[src/verilog/rsc_strap_map.vh]
`ifndef RSC_STRAP_MAP_VH
`define RSC_STRAP_MAP_VH
`define RSC_STRAP_W        16
`define RSC_HOST_ADDR_MSB  6
`define RSC_HOST_ADDR_LSB  0
`define RSC_HOST_PROT_BIT  7
`define RSC_HOST_EN_BIT    8
`define RSC_AUTORUN_BIT    9
`define RSC_BAUD_LO_BIT    10
`define RSC_BAUD_HI_BIT    11
`define RSC_DBG_PAIR_BIT   12
`define RSC_CLK_SRC_BIT    13
`define RSC_LAYOUT_BIT     14
`define RSC_BIAS_POL_BIT   15
`define RSC_STRAP_RST      16'h0000
`define RSC_CPU_CTRL_REG   8'h22
`define RSC_CPU_CTRL_SPLIT 4
`define RSC_BAUD_FAST      2'b00
`define RSC_MEM_INT        3'b001
`define RSC_MEM_EXT        3'b010
`define RSC_MEM_SPLIT      3'b100
`define RSC_ADDR_PINS_EXT  5'h10
`define RSC_ADDR_PINS_SPL  5'h0e
`define RSC_SIG_ADDR       16'hfffc
`define RSC_SIG_B0         8'h89
`define RSC_SIG_B1         8'hab
`define RSC_SIG_B2         8'hcd
`define RSC_SIG_B3         8'hef
`define RSC_EXT_BOOT_ADDR  16'h0000
`endif
[src/verilog/rsc_strap_capture.v]
// Operation
// (RL1) While hardware reset is low, all sixteen shared address pins are inputs.
// (RL2) On reset release the sixteen pin levels are latched as the strap word.
// (RL3) The strap word is readable by the embedded cpu and the serial host port.
// (RL4) Undriven pins read zero through pull-downs, pulled-up pins read one.
// (RL5) Strap bits 6:0 give the 7-bit two-wire slave address.
// (RL6) The board straps bits 7 and 8 low to enable the two-wire host port.
// (RL7) The board should leave bit 8 open when host pins carry the debug channel.
// (RL8) Bit 9 low holds the cpu in reset until a control bit frees it; high runs (the code holds reset until clk_stable_in is high).
// (RL9) Bit 12 picks the debug pin pair, only when bit 14 is low.
// (RL10) Bits 11:10 code 00 gives 115.2 KBaud, any other code 57.6 KBaud.
// (RL11) Bit 13 low means crystal reference, high means single-ended oscillator.
// (RL12) Bit 14 with control bit 4 picks internal, external or split memory.
// (RL13) Internal boot checks a four-byte signature at 0xFFFC and jumps to 0x0000.
// (RL14) Bit 15 sets the panel bias level driven after reset.
// (RL15) The strap word holds until the next reset release; strap_word_out and host_strap_word_out clear to 0000 while reset is low.
`timescale 1ns/100ps
`include "rsc_strap_map.vh"
module rsc_strap_capture
#(
	parameter STRAP_W = `RSC_STRAP_W
)
(
	input  wire               ref_clk_in,
	input  wire               rst_n_in,
	input  wire [STRAP_W-1:0] strap_pins_in,
	input  wire               pins_ext_drive_in,
	input  wire               cpu_run_bit_in,
	input  wire               cpu_split_bit_in,
	input  wire               clk_stable_in,
	input  wire [31:0]        sig_bytes_in,
	output reg  [STRAP_W-1:0] addr_pins_oe_out,
	output reg  [STRAP_W-1:0] strap_word_out,
	output reg  [STRAP_W-1:0] host_strap_word_out,
	output reg  [6:0]         host_slave_addr_out,
	output reg                host_twowire_en_out,
	output reg                embedded_cpu_rst_out,
	output reg                debug_pair_sel_out,
	output reg                debug_pair_valid_out,
	output reg                baud_fast_out,
	output reg                refclk_src_sel_out,
	output reg  [2:0]         progmem_mode_out,
	output reg  [4:0]         ext_addr_pins_out,
	output reg                boot_external_out,
	output reg  [15:0]        boot_addr_out,
	output reg                panel_bias_out
);
	// Hold in reset, latch on the first clock after release, then run
	localparam [2:0] ST_HOLD  = 3'b001;
	localparam [2:0] ST_LATCH = 3'b010;
	localparam [2:0] ST_RUN   = 3'b100;

	reg  [2:0]         state;
	reg  [2:0]         next_state;
	wire [STRAP_W-1:0] strap;
	wire               capture;
	wire               loaded;
	wire               cpu_autorun;
	wire               progmem_layout_sel;
	wire [1:0]         baud_sel;
	wire [31:0]        sig_expect;
	wire               sig_ok;

	reg  [STRAP_W-1:0] next_oe;
	reg  [6:0]         next_slave_addr;
	reg                next_twowire_en;
	reg                next_cpu_rst;
	reg                next_pair_sel;
	reg                next_pair_valid;
	reg                next_baud_fast;
	reg                next_refclk_sel;
	reg  [2:0]         next_mode;
	reg  [4:0]         next_ext_pins;
	reg                next_boot_ext;
	reg                next_bias;

	assign capture            = rst_n_in & (state == ST_HOLD);
	assign loaded             = (state == ST_LATCH) | (state == ST_RUN);
	assign cpu_autorun        = strap[`RSC_AUTORUN_BIT];
	assign progmem_layout_sel = strap[`RSC_LAYOUT_BIT];
	assign baud_sel           = {strap[`RSC_BAUD_HI_BIT],
		strap[`RSC_BAUD_LO_BIT]};
	assign sig_expect         = {`RSC_SIG_B0, `RSC_SIG_B1,
		`RSC_SIG_B2, `RSC_SIG_B3};
	assign sig_ok             = (sig_bytes_in == sig_expect);

	always @*
	begin
		next_state = state;
		case (state)
			ST_HOLD:  next_state = ST_LATCH;
			ST_LATCH: next_state = ST_RUN;
			ST_RUN:   next_state = ST_RUN;
			default:  next_state = ST_HOLD;
		endcase
	end

	always @(posedge ref_clk_in)
	begin
		if (!rst_n_in)
			state <= ST_HOLD;
		else
			state <= next_state;
	end

	// No reset here, so the word survives until the next release
	genvar g;
	generate
		for (g = 0; g < STRAP_W; g = g + 1)
		begin : g_strap_bit
			reg bit_q;
			always @(posedge ref_clk_in)
			begin
				if (capture)
					bit_q <= strap_pins_in[g]; // RL2 RL4 RL15
			end
			assign strap[g] = bit_q;
		end
	endgenerate

	// Decodes track their inputs every cycle, one clock behind
	always @*
	begin
		next_oe         = {STRAP_W{pins_ext_drive_in}};
		next_slave_addr = strap[`RSC_HOST_ADDR_MSB:
			`RSC_HOST_ADDR_LSB]; // RL5
		// Board-side duty; only decoded here
		next_twowire_en = ~strap[`RSC_HOST_PROT_BIT] &
			~strap[`RSC_HOST_EN_BIT]; // RL6 RL7
		next_cpu_rst    = cpu_autorun ? ~clk_stable_in
			: ~cpu_run_bit_in; // RL8
		next_pair_sel   = strap[`RSC_DBG_PAIR_BIT]; // RL9
		next_pair_valid = ~progmem_layout_sel; // RL9
		next_baud_fast  = (baud_sel == `RSC_BAUD_FAST); // RL10
		next_refclk_sel = strap[`RSC_CLK_SRC_BIT]; // RL11
		if (!progmem_layout_sel)
		begin
			next_mode     = `RSC_MEM_INT; // RL12
			next_ext_pins = 5'h00;
		end
		else if (!cpu_split_bit_in)
		begin
			next_mode     = `RSC_MEM_EXT; // RL12
			next_ext_pins = `RSC_ADDR_PINS_EXT;
		end
		else
		begin
			next_mode     = `RSC_MEM_SPLIT; // RL12
			next_ext_pins = `RSC_ADDR_PINS_SPL;
		end
		// Signature bytes come from the fetch path; no read here
		next_boot_ext   = ~progmem_layout_sel & sig_ok; // RL13
		next_bias       = strap[`RSC_BIAS_POL_BIT]; // RL14
	end

	// Pins drive only once the word is held, never in the capture window
	always @(posedge ref_clk_in)
	begin
		if (!rst_n_in)
		begin
			addr_pins_oe_out    <= {STRAP_W{1'b0}}; // RL1
			strap_word_out      <= `RSC_STRAP_RST;
			host_strap_word_out <= `RSC_STRAP_RST;
		end
		else if (loaded)
		begin
			addr_pins_oe_out    <= next_oe; // RL1
			strap_word_out      <= strap; // RL3
			host_strap_word_out <= strap; // RL3
		end
	end

	always @(posedge ref_clk_in)
	begin
		if (!rst_n_in)
		begin
			host_slave_addr_out <= 7'h00;
			host_twowire_en_out <= 1'b0;
		end
		else if (loaded)
		begin
			host_slave_addr_out <= next_slave_addr; // RL5
			host_twowire_en_out <= next_twowire_en;
		end
	end

	// Cpu stays held through the capture window whatever the strap says
	always @(posedge ref_clk_in)
	begin
		if (!rst_n_in)
		begin
			embedded_cpu_rst_out <= 1'b1;
			debug_pair_sel_out   <= 1'b0;
			debug_pair_valid_out <= 1'b0;
			baud_fast_out        <= 1'b0;
			refclk_src_sel_out   <= 1'b0;
		end
		else if (loaded)
		begin
			embedded_cpu_rst_out <= next_cpu_rst; // RL8
			debug_pair_sel_out   <= next_pair_sel; // RL9
			debug_pair_valid_out <= next_pair_valid; // RL9
			baud_fast_out        <= next_baud_fast; // RL10
			refclk_src_sel_out   <= next_refclk_sel; // RL11
		end
	end

	always @(posedge ref_clk_in)
	begin
		if (!rst_n_in)
		begin
			progmem_mode_out  <= `RSC_MEM_INT;
			ext_addr_pins_out <= 5'h00;
			boot_external_out <= 1'b0;
			boot_addr_out     <= 16'h0000;
			panel_bias_out    <= 1'b0;
		end
		else if (loaded)
		begin
			progmem_mode_out  <= next_mode; // RL12
			ext_addr_pins_out <= next_ext_pins; // RL12
			boot_external_out <= next_boot_ext; // RL13
			boot_addr_out     <= `RSC_EXT_BOOT_ADDR; // RL13
			panel_bias_out    <= next_bias; // RL14
		end
	end
endmodule // rsc_strap_capture

[config.mk]
export PLATFORM = sky130hd
export DESIGN_NAME = rsc_strap_capture
export DESIGN_NICKNAME = d
export VERILOG_FILES = /design/src/verilog/rsc_strap_capture.v
export VERILOG_INCLUDE_DIRS = /design/src /design/src/verilog
export SDC_FILE = /design/constraint.sdc
export NUM_CORES = 1
export LEC_CHECK = 0
export ABC_AREA = 1
export BUFFER_PORTS_ARGS = -buffer_cell sky130_fd_sc_hd__clkbuf_2
export CORE_AREA = 5 5 75 77
export DETAILED_ROUTE_END_ITERATION = 8
export DIE_AREA = 0 0 80 82
export MAX_ROUTING_LAYER = met4
export PLACE_DENSITY = 0.91
export SETUP_SLACK_MARGIN = 0.5
export SLEW_MARGIN = 10
export SYNTH_ARGS = -nofsm -noshare
export SYNTH_HDL_FRONTEND = slang
export SYNTH_SLANG_ARGS = --single-unit
[constraint.sdc]
create_clock -name ref_clk_in -period 4.65 [get_ports ref_clk_in]
set_input_delay 0.465 -clock ref_clk_in [delete_from_list [all_inputs] [get_ports ref_clk_in]]
set_output_delay 0.465 -clock ref_clk_in [all_outputs]
set_load 0.02 [all_outputs]
==> load_flow_metrics.sql, run 1 <==
INSERT INTO impl_metrics (metric_group, metric, value, unit) VALUES
('final_layout', 'antenna_cells', '0', ''),
('grt', 'grt_pass1_vias', '1474', ''),
('clocking', 'cts_root_buf', 'sky130_fd_sc_hd__clkbuf_8', ''),
('detailed_routing', 'num_vias', '1634', ''),
('final_layout', 'layout-drive-gt1-share', '42.0', '%'),
('worst_setup_path', 'endpoint', 'g_strap_bit[8].bit_q', ''),
('placement', 'post-dp-hpwl', '3710', 'µm'),
('timing', 'setup_repair_after_global_routing_missed_its_margin', 'no', ''),
('final_layout', 'finish.utilization', '50.4', '%'),
('clocking', 'tritoncts', 'done', ''),
('final_layout', 'areaGrowthSynthToFinish', '17.7', '%'),
('timing', 'slew_viol_final', '0', ''),
('detailed_routing', 'drt-vias-per-instance', '4.15', ''),
('clocking', 'htree_num_levels', '2', ''),
('die', 'floorplan.die_area', '6560', 'µm²'),
('yosys', 'synthSimpleGateAreaFrac', '17.4', '%'),
('placement', 'finalWeightedCongestion', '0.761', ''),
('detailed_routing', 'totalWireLength', '4480', 'µm'),
('detailed_routing', 'post-route-drc-count', '0', ''),
('yosys', 'synth-compound-area-share', '5.80', '%'),
('detailed_routing', 'dr.first_iter.drc_count', '71', ''),
('clocking', 'hold_buf_count_cts', '0', ''),
('timing', 'post_route_fraction_of_the_period_consumed_by_the_critical_path', '38.0', '%'),
('worst_setup_path', 'crit_path_max_fanout', '22', ''),
('yosys', 'number_of_instances_in_the_synthesized_netlist', '245', ''),
('die', 'die_boundary_width', '80', 'µm'),
('power', 'switching_share', '34.0', '%'),
('final_layout', 'most-common-layout-cells', 'sky130_fd_sc_hd__clkbuf_2, sky130_fd_sc_hd__nor2_1, sky130_fd_sc_hd__nand2_1', ''),
('clocking', 'post-cts-setup-buffer-count', '0', ''),
('yosys', 'post_synth_mux_area_share', '0', '%'),
('die', 'fp.coreArea', '4940', 'µm²'),
('clocking', 'clk-insertion-delay-late', '300', 'ps'),
('final_layout', 'final_net_count', '377', ''),
('clocking', 'cts-resized-gates', '0', ''),
('detailed_routing', 'wl_met3', '305', 'µm'),
('clocking', 'clock_sinks', '44', ''),
('detailed_routing', 'met2_wirelength', '2330', 'µm'),
('grt', 'grt_antenna_before_repair', '0', ''),
('grt', 'grt_start_max_net_pins', '28', ''),
('yosys', 'synth_adder_area_share', '0', '%'),
('timing', 'tightestPinTransition', '737', 'ps'),
('yosys', 'synth_seq_cells', '44', ''),
('placement', 'post-place-cells', '386', ''),
('yosys', 'mappedNetlistArea', '2120', 'µm²'),
('timing', 'setup-tns-final', '0', 'ps'),
('yosys', 'ys_seq_area_share', '49.2', '%'),
('min_path', 'worstHoldPathType', 'in2reg', ''),
('yosys', 'netlist-cell-type-count', '18', ''),
('worst_setup_path', 'r2r_setup_slack', '3120', 'ps'),
('final_layout', 'multi_input_comb_area', '567', 'µm²'),
('worst_setup_path', 'reg2regPathDepth', '2', ''),
('clocking', 'clock_path_buffers', '2', ''),
('run', 'drv.max_cap_violation_count', '0', ''),
('clocking', 'tritoncts.num_buffers', '5', ''),
('power', 'p_leak', '1.30', 'nW'),
('placement', 'preCtsSetupSlack', '2220', 'ps'),
('placement', 'total_of_buffers_placed_on_input_and_output_ports', '123', ''),
('yosys', 'synthesized_area_divided_by_synthesized_cell_count', '8.64', 'µm²'),
('detailed_routing', 'top_signal_layer_used', 'met4', ''),
('yosys', 'xor_xnor_portion_of_the_synthesized_cell_area', '0', '%'),
('power', 'seq_power_share', '45.4', '%'),
('timing', 'fin_skew', '9.63', 'ps'),
('die', 'top_level_ports', '141', ''),
('yosys', 'synth.yosys.warnings', '0', ''),
('power', 'combinational_cell_fraction_of_total_power', '28.6', '%'),
('power', 'clock_power_share', '26.1', '%'),
('grt', 'first_pass_grt_wire_length', '6730', 'µm'),
('die', 'initial_core_util', '42.8', '%'),
('final_layout', 'fillerInstances', '472', ''),
('grt', 'grt_overflow_total', '0', ''),
('status', 'result_of_the_run', 'complete, no violations', '');
-- worst min-delay path by stage --
stage | from | to | slack [ps] | depth (start not counted)
final | strap_pins_in[2] | g_strap_bit[2].bit_q | 350 | 1
after global routing | strap_pins_in[6] | g_strap_bit[6].bit_q | 330 | 1
after CTS | strap_pins_in[9] | cpu_autorun | 340 | 1
after detailed placement | debug_pair_valid_out | debug_pair_valid_out | 460 | 2
after global placement | progmem_mode_out[0] | progmem_mode_out[0] | 460 | 2
after floorplan | g_strap_bit[1].bit_q | host_strap_word_out[1] | 470 | 2
-- cells by family after synthesis --
kind of cell	Yosys count
compound gates	24
buf+inv	87
flops	44
other cells	1
simple gates	89
-- critical path: stages --
cell and delay [ps]:
sky130_fd_sc_hd__clkbuf_2 320, sky130_fd_sc_hd__inv_1 240, sky130_fd_sc_hd__nor3_4 660
-- area by class of cell --
cell class	instances	share of cell area, %
repair buffers	123	24.7
well taps	70	3.52
clock inverters	2	1.41
multi-input cells	130	22.8
clock buffers	6	2.91
flip-flops and latches	44	41.8
inverters	19	2.86
-- cells in the mapped netlist (all sizes together) --
| master | n | area (µm²) |
|---|---|---|
| o21ai | 19 | 95.1 |
| nor3 | 3 | 15.0 |
| edfxtp | 16 | 480 |
| nand2 | 33 | 131 |
| conb | 1 | 3.75 |
| buf | 68 | 508 |
| a21oi | 4 | 20.0 |
| or2 | 1 | 8.76 |
| nand3 | 5 | 37.5 |
| inv | 19 | 71.3 |
| dfxtp | 28 | 561 |
| o211ai | 1 | 7.51 |
| nor2 | 47 | 176 |
-- layer usage --
metal / track usage [%] / vias up
met4: 7.94 / 0
met1: 15.8 / 725
met2: 22.6 / 60
li1: - / 840
met5: - / -
met3: 1.86 / 9
-- per-stage QoR --
stage	hold slack (ps)	power (mW)	cell area, µm²
2_1_floorplan	466	0.771	2180
3_3_place_gp	456	0.796	2380
3_5_place_dp	462	0.805	2380
4_1_cts	341	1.08	2480
5_1_grt	333	1.13	2490
6_report	346	1.07	2490
-- state kept, by name (all words and copies together), names as in the netlist --
signal	cells
cpu_autorun	1
embedded_cpu_rst_out	1
g_strap_bit.bit_q	15
addr_pins_oe_out	1
progmem_mode_out	2
boot_external_out	1
baud_fast_out	1
state	3
ext_addr_pins_out	1
host_strap_word_out	16
debug_pair_valid_out	1
host_twowire_en_out	1
-- power groups by stage --
stage                     Clock (mW)  Combinational (mW)  Sequential [mW]
final                          0.280               0.307            0.487
after global placement             0               0.302            0.494
after floorplan                    0               0.248            0.523
after global routing           0.298               0.337            0.494
after detailed placement           0               0.308            0.497
after CTS                      0.283               0.309            0.488
(Power assumes the default switching activity.)
==> run 2, diff against run 1 <==
--- a/config.mk
+++ b/config.mk
@@ -8,11 +8,11 @@
 export LEC_CHECK = 0
 export ABC_AREA = 1
 export BUFFER_PORTS_ARGS = -buffer_cell sky130_fd_sc_hd__clkbuf_2
-export CORE_AREA = 5 5 75 77
+export CORE_AREA = 5 5 81 83
 export DETAILED_ROUTE_END_ITERATION = 8
-export DIE_AREA = 0 0 80 82
+export DIE_AREA = 0 0 86 88
 export MAX_ROUTING_LAYER = met4
-export PLACE_DENSITY = 0.91
+export PLACE_DENSITY = 0.83
 export SETUP_SLACK_MARGIN = 0.5
 export SLEW_MARGIN = 10
 export SYNTH_ARGS = -nofsm -noshare
==> constraint.sdc (replaced) <==
create_clock -name ref_clk_in -period 1.6 [get_ports ref_clk_in]
set_input_delay 0.16 -clock ref_clk_in [delete_from_list [all_inputs] [get_ports ref_clk_in]]
set_output_delay 0.16 -clock ref_clk_in [all_outputs]
set_load 0.02 [all_outputs]
==> load_flow_metrics.sql, run 2 (synthesized netlist as in run 1, its figures left out) <==
INSERT INTO impl_metrics (metric_group, metric, value, unit) VALUES
('status', 'result_of_the_run', 'complete, no violations', ''),
('worst_setup_path', 'crit_type', 'reg2reg', ''),
('die', 'site_row_count', '28', ''),
('min_path', 'hold_path_depth', '1', ''),
('detailed_routing', 'dr.first_iter.drc_count', '108', ''),
('placement', 'finalWeightedCongestion', '0.790', ''),
('die', 'initial_core_util', '36.6', '%'),
('worst_setup_path', 'type_of_destination_of_the_critical_path', 'flip-flop', ''),
('power', 'clock_power_share', '19.2', '%'),
('final_layout', 'antenna_cells', '0', ''),
('grt', 'grt_overflow_total', '0', ''),
('die', 'floorplan.die_area', '7570', 'µm²'),
('grt', 'gr-usage-all-layers', '13.2', '%'),
('final_layout', 'largest_register', 'host_strap_word_out', ''),
('worst_setup_path', 'crit_path_max_fanout', '10', ''),
('final_layout', 'final_net_count', '394', ''),
('clocking', 'tritoncts.num_buffers', '5', ''),
('grt', 'grt_antenna_before_repair', '0', ''),
('detailed_routing', 'post-route-drc-count', '0', ''),
('placement', 'post-place-cells', '393', ''),
('worst_setup_path', 'cp.buffers_inverters', '2', ''),
('detailed_routing', 'routedWlPerCell', '12.6', 'µm'),
('power', 'switching_share', '36.5', '%'),
('power', 'seq_power_share', '44.3', '%'),
('clocking', 'hold_buf_count_cts', '0', ''),
('detailed_routing', 'totalWireLength', '5230', 'µm'),
('power', 'power_switching', '1.18', 'mW'),
('worst_setup_path', 'r2r_setup_slack', '350', 'ps'),
('clocking', 'clk-insertion-delay-late', '280', 'ps'),
('run', 'drv.max_cap_violation_count', '0', ''),
('clocking', 'clock_sinks', '44', ''),
('worst_setup_path', 'timing.critical_path.arrival', '1420', 'ps'),
('worst_setup_path', 'cpLargestDelayFamily', 'simple AND/OR/NAND/NOR gates', ''),
('timing', 'timing.fmax', '0.798', 'GHz'),
('final_layout', 'layout_top_registers', 'host_strap_word_out x16, g_strap_bit.bit_q x15, state x3', ''),
('clocking', 'htree_num_levels', '2', ''),
('worst_setup_path', 'crit_path_top_delay_cell', 'sky130_fd_sc_hd__dfxtp_2', ''),
('detailed_routing', 'antenna_violating_nets_post_route', '0', ''),
('die', 'fp.coreArea', '5780', 'µm²'),
('power', 'post-layout-total-power', '3.24', 'mW'),
('power', 'p_leak', '1.40', 'nW'),
('grt', 'grt_pass1_vias', '1567', ''),
('worst_setup_path', 'regToRegEndpoint', 'progmem_mode_out[1]', ''),
('die', 'die_boundary_width', '86', 'µm'),
('clocking', 'tritoncts', 'done', ''),
('power', 'internal_power_component', '2.05', 'mW'),
('timing', 'setup_repair_after_global_routing_missed_its_margin', 'yes', ''),
('timing', 'timing.final.hold_violations', '0', ''),
('min_path', 'worstHoldEndpoint', 'g_strap_bit[5].bit_q', ''),
('final_layout', 'fillerInstances', '524', ''),
('detailed_routing', 'detail_route.first_pass.iterations', '4', ''),
('min_path', 'worstHoldPathType', 'in2reg', ''),
('detailed_routing', 'num_vias', '1738', ''),
('final_layout', 'layout-drive-gt1-share', '51.2', '%'),
('final_layout', 'finish.utilization', '48.2', '%'),
('die', 'die_h', '88', 'µm'),
('timing', 'layout_min_cycle_time', '1250', 'ps'),
('worst_setup_path', 'r2r_start', 'state[1]', ''),
('worst_setup_path', 'crit_path_max_incr_delay', '330', 'ps'),
('final_layout', 'final_cell_count_no_fill', '415', ''),
('worst_setup_path', 'cp_data_required_time', '1770', 'ps'),
('final_layout', 'layout_commonest_cell', 'sky130_fd_sc_hd__clkbuf_2', ''),
('grt', 'first_pass_grt_wire_length', '7600', 'µm'),
('clocking', 'clock_path_buffers', '2', ''),
('clocking', 'cts_root_buf', 'sky130_fd_sc_hd__clkbuf_8', ''),
('timing', 'fin_ws', '347', 'ps'),
('timing', 'slew_viol_final', '0', ''),
('min_path', 'min_from', 'strap_pins_in[5]', ''),
('placement', 'preCtsSetupSlack', '188', 'ps'),
('worst_setup_path', 'critical_path.cell_chain', 'or2_4 -> buf_4 -> nand3_4 -> inv_8 -> nand2_4 -> o21ai_0', ''),
('worst_setup_path', 'reg2regPathDepth', '6', ''),
('placement', 'post-dp-hpwl', '3730', 'µm'),
('die', 'top_level_ports', '141', ''),
('power', 'combinational_cell_fraction_of_total_power', '36.5', '%'),
('timing', 'fin_skew', '4.52', 'ps'),
('clocking', 'clk_pin_slew', '70', 'ps'),
('final_layout', 'largest_register_ffs', '16', ''),
('timing', 'post_route_fraction_of_the_period_consumed_by_the_critical_path', '78.3', '%'),
('power', 'pwr_density_cell', '1160', 'nW/µm²'),
('placement', 'total_of_buffers_placed_on_input_and_output_ports', '123', ''),
('power', 'vdd_drop_max', '0.000711', 'V'),
('timing', 'setup-violations-final', '0', ''),
('timing', 'setup-tns-final', '0', 'ps'),
('grt', 'grt_start_max_net_pins', '22', ''),
('final_layout', 'most-common-layout-cells', 'sky130_fd_sc_hd__clkbuf_2, sky130_fd_sc_hd__nor2_1, sky130_fd_sc_hd__nand2_1', ''),
('worst_setup_path', 'timing.critical_path.from_type', 'flip-flop', ''),
('final_layout', 'areaGrowthSynthToFinish', '31.8', '%'),
('detailed_routing', 'drt-vias-per-instance', '4.19', '');
## run 2: cell types whose count changed in the layout (fill, tap and decap cells not counted), sizes merged
cell | previous run | this run
clkinv | 1 | 0
clkbuf | 129 | 123
buf | 0 | 18
inv | 19 | 21
nand3 | 5 | 9
bufinv | 1 | 0
## run 2: through the flow
stage	area, µm²	hold WS [ps]
5_1_grt	2790	23.5
6_report	2790	46.5
4_1_cts	2650	37.0
3_5_place_dp	2400	339
2_1_floorplan	2190	259
3_3_place_gp	2400	338
## run 2: final cells by class
cell class	count	area [µm²]	share of cell area, %
flip-flops and latches	44	1050	37.6
repair buffers	134	761	27.3
multi-input cells	134	712	25.5
well taps	75	93.8	3.37
inverters	19	81.3	2.92
clock buffers	7	76.3	2.74
repair inverters	2	15.0	0.539
## run 2: how the worst max path moves through the flow
stage	to	from	cells past startpoint
3_5_place_dp	ext_addr_pins_out[3]	state[2]	5
2_1_floorplan	cpu_autorun	state[2]	2
3_3_place_gp	state[0]	state[0]	6
4_1_cts	g_strap_bit[15].bit_q	state[2]	3
5_1_grt	debug_pair_valid_out	state[1]	6
6_report	progmem_mode_out[1]	state[1]	6
## run 2: routing by layer
| metal | vias up | global-route usage, % | wire length, µm |
|---|---|---|---|
| li1 | 881 | - | - |
| met1 | 787 | 15.4 | 2040 |
| met2 | 62 | 22.6 | 2840 |
| met3 | 8 | 2.45 | 268 |
| met4 | 0 | 5.18 | 87 |
| met5 | - | - | 0 |
## run 2: power groups by stage
stage | clock network, mW | registers [mW] | logic, mW
after detailed placement | 0 | 1.45 | 0.900
after floorplan | 0 | 1.52 | 0.732
after global routing | 0.701 | 1.45 | 1.26
after global placement | 0 | 1.45 | 0.885
after CTS | 0.639 | 1.44 | 1.05
final | 0.622 | 1.43 | 1.18
## run 2: what timing repair did
action                                  in CTS  in global routing
pin swaps                                    1                 11
setup buffers                                5                  3
endpoints found under the hold margin        0                  0
gates cloned                                 7                  0
resized for setup                           26                 53
endpoints found under the setup margin      62                 60
